**config.mk**
```make
export PLATFORM = sky130hd
export DESIGN_NAME = dsfp_port
export DESIGN_NICKNAME = d
export VERILOG_FILES = /design/src/design/dsfp_sync2.v /design/src/design/dsfp_port.v
export VERILOG_INCLUDE_DIRS = /design/src /design/src/design
export SDC_FILE = /design/constraint.sdc
export NUM_CORES = 1
export LEC_CHECK = 0
export BUFFER_PORTS_ARGS = -buffer_cell sky130_fd_sc_hd__buf_2
export CORE_MARGIN = 1
export CORE_UTILIZATION = 57
export CTS_BUF_LIST = sky130_fd_sc_hd__clkbuf_8 sky130_fd_sc_hd__clkbuf_16
export DETAILED_ROUTE_END_ITERATION = 12
export PLACE_DENSITY = 0.78
export SYNTH_ARGS = -nofsm -noshare
export SYNTH_HDL_FRONTEND = slang
export SYNTH_HIERARCHICAL = 1
export SYNTH_SLANG_ARGS = --single-unit
```
**constraint.sdc**
```tcl
create_clock -name clk_i -period 2.9 [get_ports clk_i]
set_input_delay 0.145 -clock clk_i [delete_from_list [all_inputs] [get_ports clk_i]]
set_output_delay 0.145 -clock clk_i [all_outputs]
set_load 0.02 [all_outputs]
```
**src/design/dsfp_defines.vh**
```
// constants for the processor serial frame port
`ifndef DSFP_DEFINES_VH
`define DSFP_DEFINES_VH
// ----------------------------------------------------------------------
// framing
// ----------------------------------------------------------------------
`define DSFP_SLOT_BITS       16
`define DSFP_TX_SLOTS        52
`define DSFP_RX_SLOTS        84
// serial clock is one quarter of the video clock
`define DSFP_CLK_DIV         4
`define DSFP_WORD_W          16
`define DSFP_SLOT_CNT_W      7
`define DSFP_BIT_CNT_W       4
// divider phases: the edge that raises the serial clock and the one that lowers it
`define DSFP_DIV_RISE        2'h3
`define DSFP_DIV_FALL        2'h1
// index of the last bit of a slot
`define DSFP_LAST_BIT        4'hF
// ----------------------------------------------------------------------
// reset values
// ----------------------------------------------------------------------
`define DSFP_RST_IRQ_N       1'b1
`define DSFP_RST_SYNC        1'b0
`endif

```
**src/design/dsfp_sync2.v**
```verilog
// two flop synchroniser for pins arriving from the processor
`timescale 1ns/100ps
module dsfp_sync2 #(
  parameter W = 2
) (
  input  wire         clk_i,
  input  wire         reset_n_i,
  input  wire [W-1:0] d_i,
  output wire [W-1:0] q_o
);
  reg [W-1:0] meta_r;
  reg [W-1:0] sync_r;
  // ----------------------------------------------------------------------
  // first stage feeds only the second stage
  // ----------------------------------------------------------------------
  always @(posedge clk_i) begin
    if (!reset_n_i) begin
      meta_r <= {W{1'b0}};
      sync_r <= {W{1'b0}};
    end else begin
      meta_r <= d_i;
      sync_r <= meta_r;
    end
  end
  assign q_o = sync_r;
endmodule

```
**src/design/dsfp_port.v**
```verilog
// processor serial frame port: statistics out, bin widths in, interrupt line
`timescale 1ns/100ps
// Function
// - transmit frame sync pulses high one serial clock before each outgoing frame
// - every frame sync high and low phase lasts at least one serial clock
// - outgoing frame holds 52 slots of 16 bits
// - incoming frame holds 84 slots of 16 bits
// - interrupt held low across statistics send and following bin width receive
// - interrupt assertion marks start of a new statistics packet
// - interrupt falling edge marks a new video field for other logic
// - serial bit clock is one quarter of the video clock
// - words are 16 bits, most significant bit first
// - senders change data after rising edge, receivers sample on falling edge
`include "dsfp_defines.vh"
module dsfp_port #(
  parameter TX_SLOTS = `DSFP_TX_SLOTS,
  parameter RX_SLOTS = `DSFP_RX_SLOTS
) (
  input  wire                    clk_i,
  input  wire                    reset_n_i,
  input  wire                    proc_present_i,
  input  wire                    field_start_i,
  input  wire [`DSFP_WORD_W-1:0] tx_word_i,
  output wire                    tx_word_req_o,
  output wire [`DSFP_WORD_W-1:0] rx_word_o,
  output wire                    rx_word_valid_o,
  output wire                    rx_frame_done_o,
  output wire                    busy_o,
  output wire                    serial_bit_clock_o,
  output wire                    tx_data_o,
  output wire                    tx_frame_sync_o,
  input  wire                    rx_data_i,
  input  wire                    rx_frame_sync_i,
  output wire                    proc_irq_n_o
);
  // ----------------------------------------------------------------------
  // states
  // ----------------------------------------------------------------------
  localparam ST_IDLE = 4'h1;
  localparam ST_MARK = 4'h2;
  localparam ST_SEND = 4'h4;
  localparam ST_RECV = 4'h8;
  // last slot indices, cut to the slot counter width on purpose
  localparam [31:0] TX_LAST = TX_SLOTS - 1;
  localparam [31:0] RX_LAST = RX_SLOTS - 1;

  reg [3:0]                    state_r;
  reg [3:0]                    state_nxt;
  reg [1:0]                    div_r;
  reg                          sclk_r;
  reg                          tfs_r;
  reg                          txd_r;
  reg                          irq_n_r;
  reg [`DSFP_WORD_W-1:0]       tx_sh_r;
  reg [`DSFP_BIT_CNT_W-1:0]    tx_bit_r;
  reg [`DSFP_SLOT_CNT_W-1:0]   tx_slot_r;
  reg                          tx_req_r;
  reg [`DSFP_WORD_W-1:0]       rx_sh_r;
  reg [`DSFP_WORD_W-1:0]       rx_word_r;
  reg                          rx_valid_r;
  reg                          rx_done_r;
  reg [`DSFP_BIT_CNT_W-1:0]    rx_bit_r;
  reg [`DSFP_SLOT_CNT_W-1:0]   rx_slot_r;
  reg                          rx_armed_r;
  reg                          rx_in_r;
  reg                          rfs_prev_r;
  wire [1:0]                   pin_sync;
  wire                         rxd_s;
  wire                         rfs_s;
  wire                         rise_tick;
  wire                         fall_tick;
  wire                         last_tx_bit;
  wire                         last_rx_bit;

  // ----------------------------------------------------------------------
  // pin synchronisers for processor driven inputs
  // ----------------------------------------------------------------------
  dsfp_sync2 #(
    .W (2)
  ) u_sync (
    .clk_i     (clk_i),
    .reset_n_i (reset_n_i),
    .d_i       ({rx_frame_sync_i, rx_data_i}),
    .q_o       (pin_sync)
  );
  assign rxd_s = pin_sync[0];
  assign rfs_s = pin_sync[1];

  // ----------------------------------------------------------------------
  // serial clock divider
  // ----------------------------------------------------------------------
  // divide by four: high for two clocks, low for two; runs free so the
  // processor sees a steady external bit clock
  assign rise_tick = (div_r == `DSFP_DIV_RISE); // next edge drives the serial clock high
  assign fall_tick = (div_r == `DSFP_DIV_FALL); // next edge drives it low
  always @(posedge clk_i) begin
    if (!reset_n_i) begin
      div_r  <= 2'h0;
      sclk_r <= 1'b0;
    end else begin
      div_r <= div_r + 2'h1;
      if (rise_tick) begin
        sclk_r <= 1'b1;
      end else if (fall_tick) begin
        sclk_r <= 1'b0;
      end
    end
  end

  assign last_tx_bit = (tx_bit_r == `DSFP_LAST_BIT) &&
                       (tx_slot_r == TX_LAST[`DSFP_SLOT_CNT_W-1:0]);
  assign last_rx_bit = (rx_bit_r == `DSFP_LAST_BIT) &&
                       (rx_slot_r == RX_LAST[`DSFP_SLOT_CNT_W-1:0]);

  // ----------------------------------------------------------------------
  // exchange sequencer
  // ----------------------------------------------------------------------
  always @* begin
    state_nxt = state_r;
    case (state_r)
      ST_IDLE: begin
        // no processor, no exchange: frame sync, data and interrupt pins stay quiet
        if (field_start_i && proc_present_i && rise_tick) begin
          state_nxt = ST_MARK;
        end
      end
      ST_MARK: begin
        if (rise_tick) begin
          state_nxt = ST_SEND;
        end
      end
      ST_SEND: begin
        if (rise_tick && last_tx_bit) begin
          state_nxt = ST_RECV;
        end
      end
      ST_RECV: begin
        if (rise_tick && rx_in_r && last_rx_bit) begin
          state_nxt = ST_IDLE;
        end
      end
      default: begin
        state_nxt = ST_IDLE;
      end
    endcase
  end

  // ----------------------------------------------------------------------
  // transmit side: updates on the same video clock edge that raises the serial clock
  // so data leaves right after the rise and is steady at the fall
  // ----------------------------------------------------------------------
  always @(posedge clk_i) begin
    if (!reset_n_i) begin
      state_r   <= ST_IDLE;
      tfs_r     <= `DSFP_RST_SYNC;
      txd_r     <= 1'b0;
      irq_n_r   <= `DSFP_RST_IRQ_N;
      tx_sh_r   <= {`DSFP_WORD_W{1'b0}};
      tx_bit_r  <= 4'h0;
      tx_slot_r <= 7'h00;
      tx_req_r  <= 1'b0;
    end else begin
      state_r  <= state_nxt;
      tx_req_r <= 1'b0;
      if (state_r == ST_IDLE && state_nxt == ST_MARK) begin
        tfs_r     <= 1'b1;
        irq_n_r   <= 1'b0;
        tx_sh_r   <= tx_word_i;
        tx_req_r  <= 1'b1;
        tx_bit_r  <= 4'h0;
        tx_slot_r <= 7'h00;
      end else if (state_r == ST_MARK && rise_tick) begin
        // marker lasted exactly one serial period; low for the whole frame
        tfs_r   <= 1'b0;
        txd_r   <= tx_sh_r[15];
        tx_sh_r <= {tx_sh_r[14:0], 1'b0};
      end else if (state_r == ST_SEND && rise_tick) begin
        if (tx_bit_r == `DSFP_LAST_BIT) begin
          tx_bit_r <= 4'h0;
          if (!last_tx_bit) begin
            tx_slot_r <= tx_slot_r + 7'h01;
            txd_r     <= tx_word_i[15];
            tx_sh_r   <= {tx_word_i[14:0], 1'b0};
            tx_req_r  <= 1'b1;
          end else begin
            txd_r <= 1'b0;
          end
        end else begin
          tx_bit_r <= tx_bit_r + 4'h1;
          txd_r    <= tx_sh_r[15];
          tx_sh_r  <= {tx_sh_r[14:0], 1'b0};
        end
      end else if (state_r == ST_RECV && state_nxt == ST_IDLE) begin
        irq_n_r <= 1'b1;
      end
    end
  end

  // ----------------------------------------------------------------------
  // receive side: works on the serial rise, when the synchroniser shows the
  // pins as they stood at the serial fall two video clocks earlier; reading
  // at the fall itself would catch the bit before the processor's change
  // a rising receive frame sync arms the frame, first bit comes one period later
  // ----------------------------------------------------------------------
  always @(posedge clk_i) begin
    if (!reset_n_i) begin
      rfs_prev_r <= 1'b0;
      rx_armed_r <= 1'b0;
      rx_in_r    <= 1'b0;
      rx_sh_r    <= {`DSFP_WORD_W{1'b0}};
      rx_word_r  <= {`DSFP_WORD_W{1'b0}};
      rx_valid_r <= 1'b0;
      rx_done_r  <= 1'b0;
      rx_bit_r   <= 4'h0;
      rx_slot_r  <= 7'h00;
    end else begin
      rx_valid_r <= 1'b0;
      rx_done_r  <= 1'b0;
      if (rise_tick) begin
        rfs_prev_r <= rfs_s;
        if (state_r != ST_RECV) begin
          rx_armed_r <= 1'b0;
          rx_in_r    <= 1'b0;
        end else if (rx_armed_r) begin
          rx_armed_r <= 1'b0;
          rx_in_r    <= 1'b1;
          rx_sh_r    <= {rx_sh_r[14:0], rxd_s};
          rx_bit_r   <= 4'h1;
          rx_slot_r  <= 7'h00;
        end else if (rx_in_r) begin
          rx_sh_r <= {rx_sh_r[14:0], rxd_s};
          if (rx_bit_r == `DSFP_LAST_BIT) begin
            rx_bit_r   <= 4'h0;
            rx_word_r  <= {rx_sh_r[14:0], rxd_s};
            rx_valid_r <= 1'b1;
            rx_slot_r  <= rx_slot_r + 7'h01;
            if (last_rx_bit) begin
              rx_in_r   <= 1'b0;
              rx_done_r <= 1'b1;
            end
          end else begin
            rx_bit_r <= rx_bit_r + 4'h1;
          end
        end else if (rfs_s && !rfs_prev_r) begin
          rx_armed_r <= 1'b1;
        end
      end
    end
  end

  // ----------------------------------------------------------------------
  // outputs
  // ----------------------------------------------------------------------
  assign serial_bit_clock_o = sclk_r;
  assign tx_data_o          = txd_r;
  assign tx_frame_sync_o    = tfs_r;
  assign proc_irq_n_o       = irq_n_r;
  assign tx_word_req_o      = tx_req_r;
  assign rx_word_o          = rx_word_r;
  assign rx_word_valid_o    = rx_valid_r;
  assign rx_frame_done_o    = rx_done_r;
  assign busy_o             = (state_r != ST_IDLE);
endmodule

```
After elaboration in Yosys (flattened, before gate mapping)
Cells that the tools add are included.
{"block": "totals", "reg_bits": 89, "latch_bits": 0, "ramBits": 0, "romBits": 0, "output_inout_bits": 24, "elab_cells": 130, "mem_count": 0}
{"block": "classes", "n_addsub": 5, "multipliers": 0, "div_mod_pow": 0, "order_cmp": 0, "n_eq_ne": 17, "n_shift": 0, "n_mux": 47, "bitwise": 9, "reduce_logical": 31}
{"operator": "two-way mux 16 bit", "count": 5}
{"operator": "two-way mux 4 bit", "count": 8}
{"operator": "two-way mux 15 bit", "count": 2}
{"operator": "two-way mux 1 bit", "count": 28}
{"operator": "two-way mux 7 bit", "count": 3}
{"operator": "one-hot mux 4 bit (4 select lines)", "count": 1}
{"operator": "adder 7 x 1 -> 7 bit, second input constant", "count": 2}
{"operator": "== test 4 bit, second input constant", "count": 3}
{"operator": "logical AND 1 bit", "count": 12}
{"operator": "nonzero test 2 bit", "count": 6}
{"operator": "inverter 1 bit", "count": 9}
{"operator": "adder 4 x 1 -> 4 bit, second input constant", "count": 2}
{"operator": "== test 4 x 1 -> 1 bit, second input constant", "count": 2}
{"operator": "== test 4 x 2 -> 1 bit, second input constant", "count": 2}
{"operator": "inequality test 4 bit, second input constant", "count": 2}
{"operator": "AND reduction 4 bit", "count": 2}
{"operator": "== test 7 x 6 -> 1 bit, second input constant", "count": 1}
{"operator": "== test 7 bit, second input constant", "count": 1}
{"operator": "AND reduction 2 bit", "count": 3}
{"operator": "AND reduction 3 bit", "count": 2}
{"operator": "OR reduction 6 bit", "count": 1}
{"operator": "AND reduction 5 bit", "count": 1}
{"operator": "OR reduction 5 bit", "count": 1}
{"operator": "== test 4 x 3 -> 1 bit, second input constant", "count": 1}
{"operator": "other kinds (8)", "count": 9}

Depth between registers and ports, before layout
{"block": "depth", "depth_word": 11, "mapped_depth": 9, "ltp_nobuf": 6}

Cells and area by module
Netlist, hierarchy kept.
{"module": "dsfp_port", "n_inst": 1, "cells_per_inst": 427, "area_per_inst_um2": 3716.1, "seq_area_each_um2": 1701.6}
{"module": "dsfp_sync2", "n_inst": 1, "cells_per_inst": 8, "area_per_inst_um2": 105.1, "seq_area_each_um2": 80.1}

Least setup slack after synthesis
Ideal clock, no wire load.
{"block": "synth_path", "kind": "register to register", "startpoint": "reg tx_slot_r[0]", "endpoint": "reg tx_sh_r[2]", "setup_time_ns": 0.120, "arrival_ns": 1.967, "required_time_ns": 2.780, "setup_slack_ns": 0.813, "stages_incl_launch_ff": 8, "path_buffers": 1, "synth_period_minus_slack_ns": 2.087, "cell_sequence": "dfxtp_1 > ha_1 > or4b_4 > or3_4 > a211oi_4 > buf_6 > and2b_1 > nor3_1"}
{"block": "synth_between", "elab_chain_len": 9}
{"element": "start, declared", "line": "dsfp_port.v:56", "rtl": "reg [`DSFP_SLOT_CNT_W-1:0] tx_slot_r;"}
{"element": "start signal, assigned", "line": "dsfp_port.v:181", "rtl": "tx_slot_r <= tx_slot_r + 7'h01;"}
{"element": "== test 7 x 6 -> 1 bit (*)", "line": "dsfp_port.v:111", "rtl": "(tx_slot_r == TX_LAST[`DSFP_SLOT_CNT_W-1:0]);"}
{"element": "logical AND 1 bit (*)", "line": "dsfp_port.v:110", "rtl": "assign last_tx_bit = (tx_bit_r == `DSFP_LAST_BIT) &&"}
{"element": "logical AND 1 bit", "line": "dsfp_port.v:133", "rtl": "if (rise_tick && last_tx_bit) begin"}
{"element": "two-way mux 4 bit", "line": "dsfp_port.v:133"}
{"element": "one-hot mux 4 bit (4 select lines)", "line": "dsfp_port.v:120", "rtl": "case (state_r)"}
{"element": "== test 4 x 2 -> 1 bit", "line": "dsfp_port.v:165", "rtl": "if (state_r == ST_IDLE && state_nxt == ST_MARK) begin"}
{"element": "logical AND 1 bit", "line": "dsfp_port.v:165"}
{"element": "inequality test 4 bit (no line) or nonzero test 3 bit (tied branches)"}
{"element": "AND reduction 2 bit (no line)"}
{"element": "end signal, assigned", "line": "dsfp_port.v:168", "rtl": "tx_sh_r <= tx_word_i;"}
{"element": "end signal, assigned", "line": "dsfp_port.v:176", "rtl": "tx_sh_r <= {tx_sh_r[14:0], 1'b0};"}
{"element": "end signal, assigned", "line": "dsfp_port.v:183", "rtl": "tx_sh_r <= {tx_word_i[14:0], 1'b0};"}
{"element": "end, declared", "line": "dsfp_port.v:54", "rtl": "reg [`DSFP_WORD_W-1:0] tx_sh_r;"}
Every way passes the cells marked *; elsewhere a longest branch is shown, timed or not.
A chain may end at the register's enable or synchronous reset.

Worst setup path in the final report
{"block": "layout_path", "startpoint": "reg div_r[0]", "endpoint": "reg tx_sh_r[4]"}
{"block": "layout_between", "elab_chain_len": 9}
{"element": "start, declared", "line": "dsfp_port.v:49", "rtl": "reg [1:0] div_r;"}
{"element": "start signal, assigned", "line": "dsfp_port.v:101", "rtl": "div_r <= div_r + 2'h1;"}
{"element": "== test 2 bit (no line) (*)"}
{"element": "net rise_tick", "line": "dsfp_port.v:70", "rtl": "wire rise_tick;"}
{"element": "logical AND 1 bit (2 in a row)", "line": "dsfp_port.v:138", "rtl": "if (rise_tick && rx_in_r && last_rx_bit) begin"}
{"element": "two-way mux 4 bit", "line": "dsfp_port.v:138"}
{"element": "one-hot mux 4 bit (4 select lines)", "line": "dsfp_port.v:120"}
{"element": "== test 4 x 2 -> 1 bit", "line": "dsfp_port.v:165"}
{"element": "logical AND 1 bit", "line": "dsfp_port.v:165"}
{"element": "inequality test 4 bit (no line) or nonzero test 3 bit (tied branches)"}
{"element": "AND reduction 2 bit (no line)"}
Mark *: on every way through the listed nets, which the timed path passes. The rest lies on a longest branch.

==> impl_metrics.tcl <==
set metrics [dict create \
    outcome "finished with violations" \
    violations "design-rule violations" \
    min_from "tx_word_i[0]" \
    crit_start "div_r[0]" \
    overflow 0 \
    area_growth_pct 11.9 \
    syn-instance-count 435 \
    dieWidth_um 83.9 \
    post_cts_resized 0 \
    ys.flop_type "dfxtp_1" \
    tns_ns 0 \
    antenna_found_initial 0 \
    hpwl_um 4820 \
    grt_usage 0.216 \
    firstDrtPassIters 9 \
    crit_path_end_kind "register" \
    coreArea_um2 6420 \
    maxSlewViolCount 0 \
    port_buffers 45 \
    cts_root_buf "clkbuf_8" \
    vias_per_cell 5.47 \
    path_class "reg2reg" \
    hold_violations 0 \
    setup_viol 0 \
    final_common_cell "dfxtp_1" \
    cts_setup_buffers 0 \
    synth_edf_count 0 \
    cts_tree "yes" \
    fin_crit_sh 0.855 \
    syn_nets 463 \
    cts_sinks 89 \
    clock_latency_ns 0.35 \
    irDropWorstVdd_uv 347 \
    synth_warnings 6 \
    layout.nets 501 \
    initial_core_util 0.595 \
    critPathRequiredTime_ns 3.16 \
    drive_gt1_frac 0.157 \
    maxCapViolCount 0 \
    synth-seq-cells 89 \
    wl_per_cell_um 12.9 \
    ys_seq_area_frac 0.466 \
    final_cell_mix "89 x dfxtp_1, 77 x nand2_1, 45 x buf_2" \
    grt_pass1_wl_um 12300 \
    design.die.area_um2 7040 \
    fmax_mhz 403 \
    power_density_nw_per_um2 518 \
    gp_congestion 0.795 \
    cts-buffers-inserted 9 \
    vias 3033 \
    arrival_ns 2.74 \
    cts_htree_levels 3 \
    setup.worst_path.start_class "register" \
    worst-path-max-fanout 15 \
    fin_crit_ns 2.48 \
    clock_path_buffers 2 \
    finalClockSkew_ns 0.0122 \
    total_power_mw 2.21 \
    synthesis.area_um2 3820 \
    drt-initial-drc-count 108 \
    num_rows 29 \
    clk_pin_slew_ns 0.09 \
    max_slew_margin 0.185 \
    antenna_left 0 \
    grt_pass1_vias 2809 \
    wirelength_um 7140 \
    power.leakage_nw 1.57 \
    async_flop_share 0 \
    worstHoldPathType "in2reg" \
    cts.hold.buffers_added 2 \
    drcViolationCount 8 \
    grt_max_degree 30 \
    synthDistinctLibCells 50 \
    worst_pin_slew_ns 1.22 \
    grt_setup_unrepaired "no" \
    die_h_um 83.9 \
    insertedDiodeCount 0 \
    syn-mean-instance-area_um2 8.78 \
    r2r_start "div_r[0]" \
    pin_count 46 \
]
## metal layers
layer | up-vias | wire length, um | track usage
li1 | 1564 | - | -
met1 | 1403 | 3510 | 0.288
met2 | 60 | 3300 | 0.341
met3 | 6 | 282 | 0.0425
met4 | 0 | 54 | 0.0956
met5 | - | 0 | 0
## sequential cells by signal, indices dropped and copies added (netlist names), 2 cells and up
name,flops
div_r,2
rx_bit_r,4
rx_sh_r,15
rx_slot_r,7
rx_word_o,16
state_r,4
tx_bit_r,4
tx_sh_r,16
tx_slot_r,7
u_sync/meta_r,2
u_sync/q_o,2
## per-stage QoR
stage | hold WS (ns) | setup WS, ns | util | instance area [um2] | std cells
finish | 0.0791 | 0.420 | 0.666 | 4280 | 554
global route | 0.106 | 0.181 | 0.666 | 4280 | 554
CTS | 0.0698 | 0.455 | 0.666 | 4280 | 554
detailed placement | 0.353 | 0.449 | 0.630 | 4050 | 537
global placement | 0.351 | 0.543 | 0.630 | 4050 | 537
floorplan | 0.267 | 0.813 | - | 3820 | 435
## where the power goes
part | switching, mW | leakage, nW | internal [mW]
logic | 0.0418 | 0.745 | 0.0368
registers | 0.00628 | 0.719 | 1.23
clock network | 0.419 | 0.106 | 0.477
## cell type report
type	count	area [um2]
Inverter	9	33.8
Clock inverter	6	85.1
Sequential cell	89	1780
Timing Repair Buffer	52	283
Clock buffer	9	124
Fill cell	531	2150
Multi-Input combinational cell	312	1870
Tap cell	77	96.3
## synthesized netlist by cell type, drive strengths merged (2+ instances only)
master,n,share of area
dfxtp,89,0.47
nand2,77,0.076
a21boi,35,0.069
o21ai,27,0.038
nor2,26,0.028
nor2b,16,0.026
nor3,16,0.022
clkbuf,15,0.015
o22ai,15,0.025
a21oi,12,0.016
buf,10,0.020
inv,9,0.0088
nand3,9,0.012
and2,8,0.013
xor2,8,0.018
a211oi,7,0.017
ha,6,0.020
and2b,5,0.0098
and3,5,0.0082
xnor2,5,0.011
nand2b,4,0.0065
nand4,4,0.0065
mux2i,3,0.0079
nor4,3,0.0049
or2,3,0.0049
a22oi,2,0.0039
nand4b,2,0.0046
nor4b,2,0.012
o21a,2,0.0039
or3,2,0.0046
or4b,2,0.0062
## cell families (layout without fill, tap and decap cells)
kind of cell | after synthesis | in the layout | synth area share
DFF | 89 | 89 | 0.466
AOI/OAI and AO/OA | 104 | 104 | 0.183
buffers and inverters | 34 | 76 | 0.0435
and+or+nand+nor | 186 | 186 | 0.250
adders and majority gates | 6 | 6 | 0.0196
muxes | 3 | 3 | 0.00786
xor gates and xnor gates | 13 | 13 | 0.0298
## worst paths after layout
| check | to | slack, ns | cells after the start |
|---|---|---|---|
| worst max-delay path | tx_sh_r[4] | 0.42 | 6 |
| worst min-delay path | tx_sh_r[0] | 0.08 | 3 |
| worst max register to register | tx_sh_r[4] | 0.42 | 6 |
| worst min register to register | u_sync/q_o[1] | 0.44 | 1 |
## critical path, stage by stage, from the launching register on
cell	delay, ns
dfxtp_1	0.33
ha_1	0.20
or3b_1	0.37
nor2_2	0.14
a21oi_1	0.95
o22ai_1	0.16
nor3_1	0.24
Note: power is estimated with default switching activity, not from simulation.
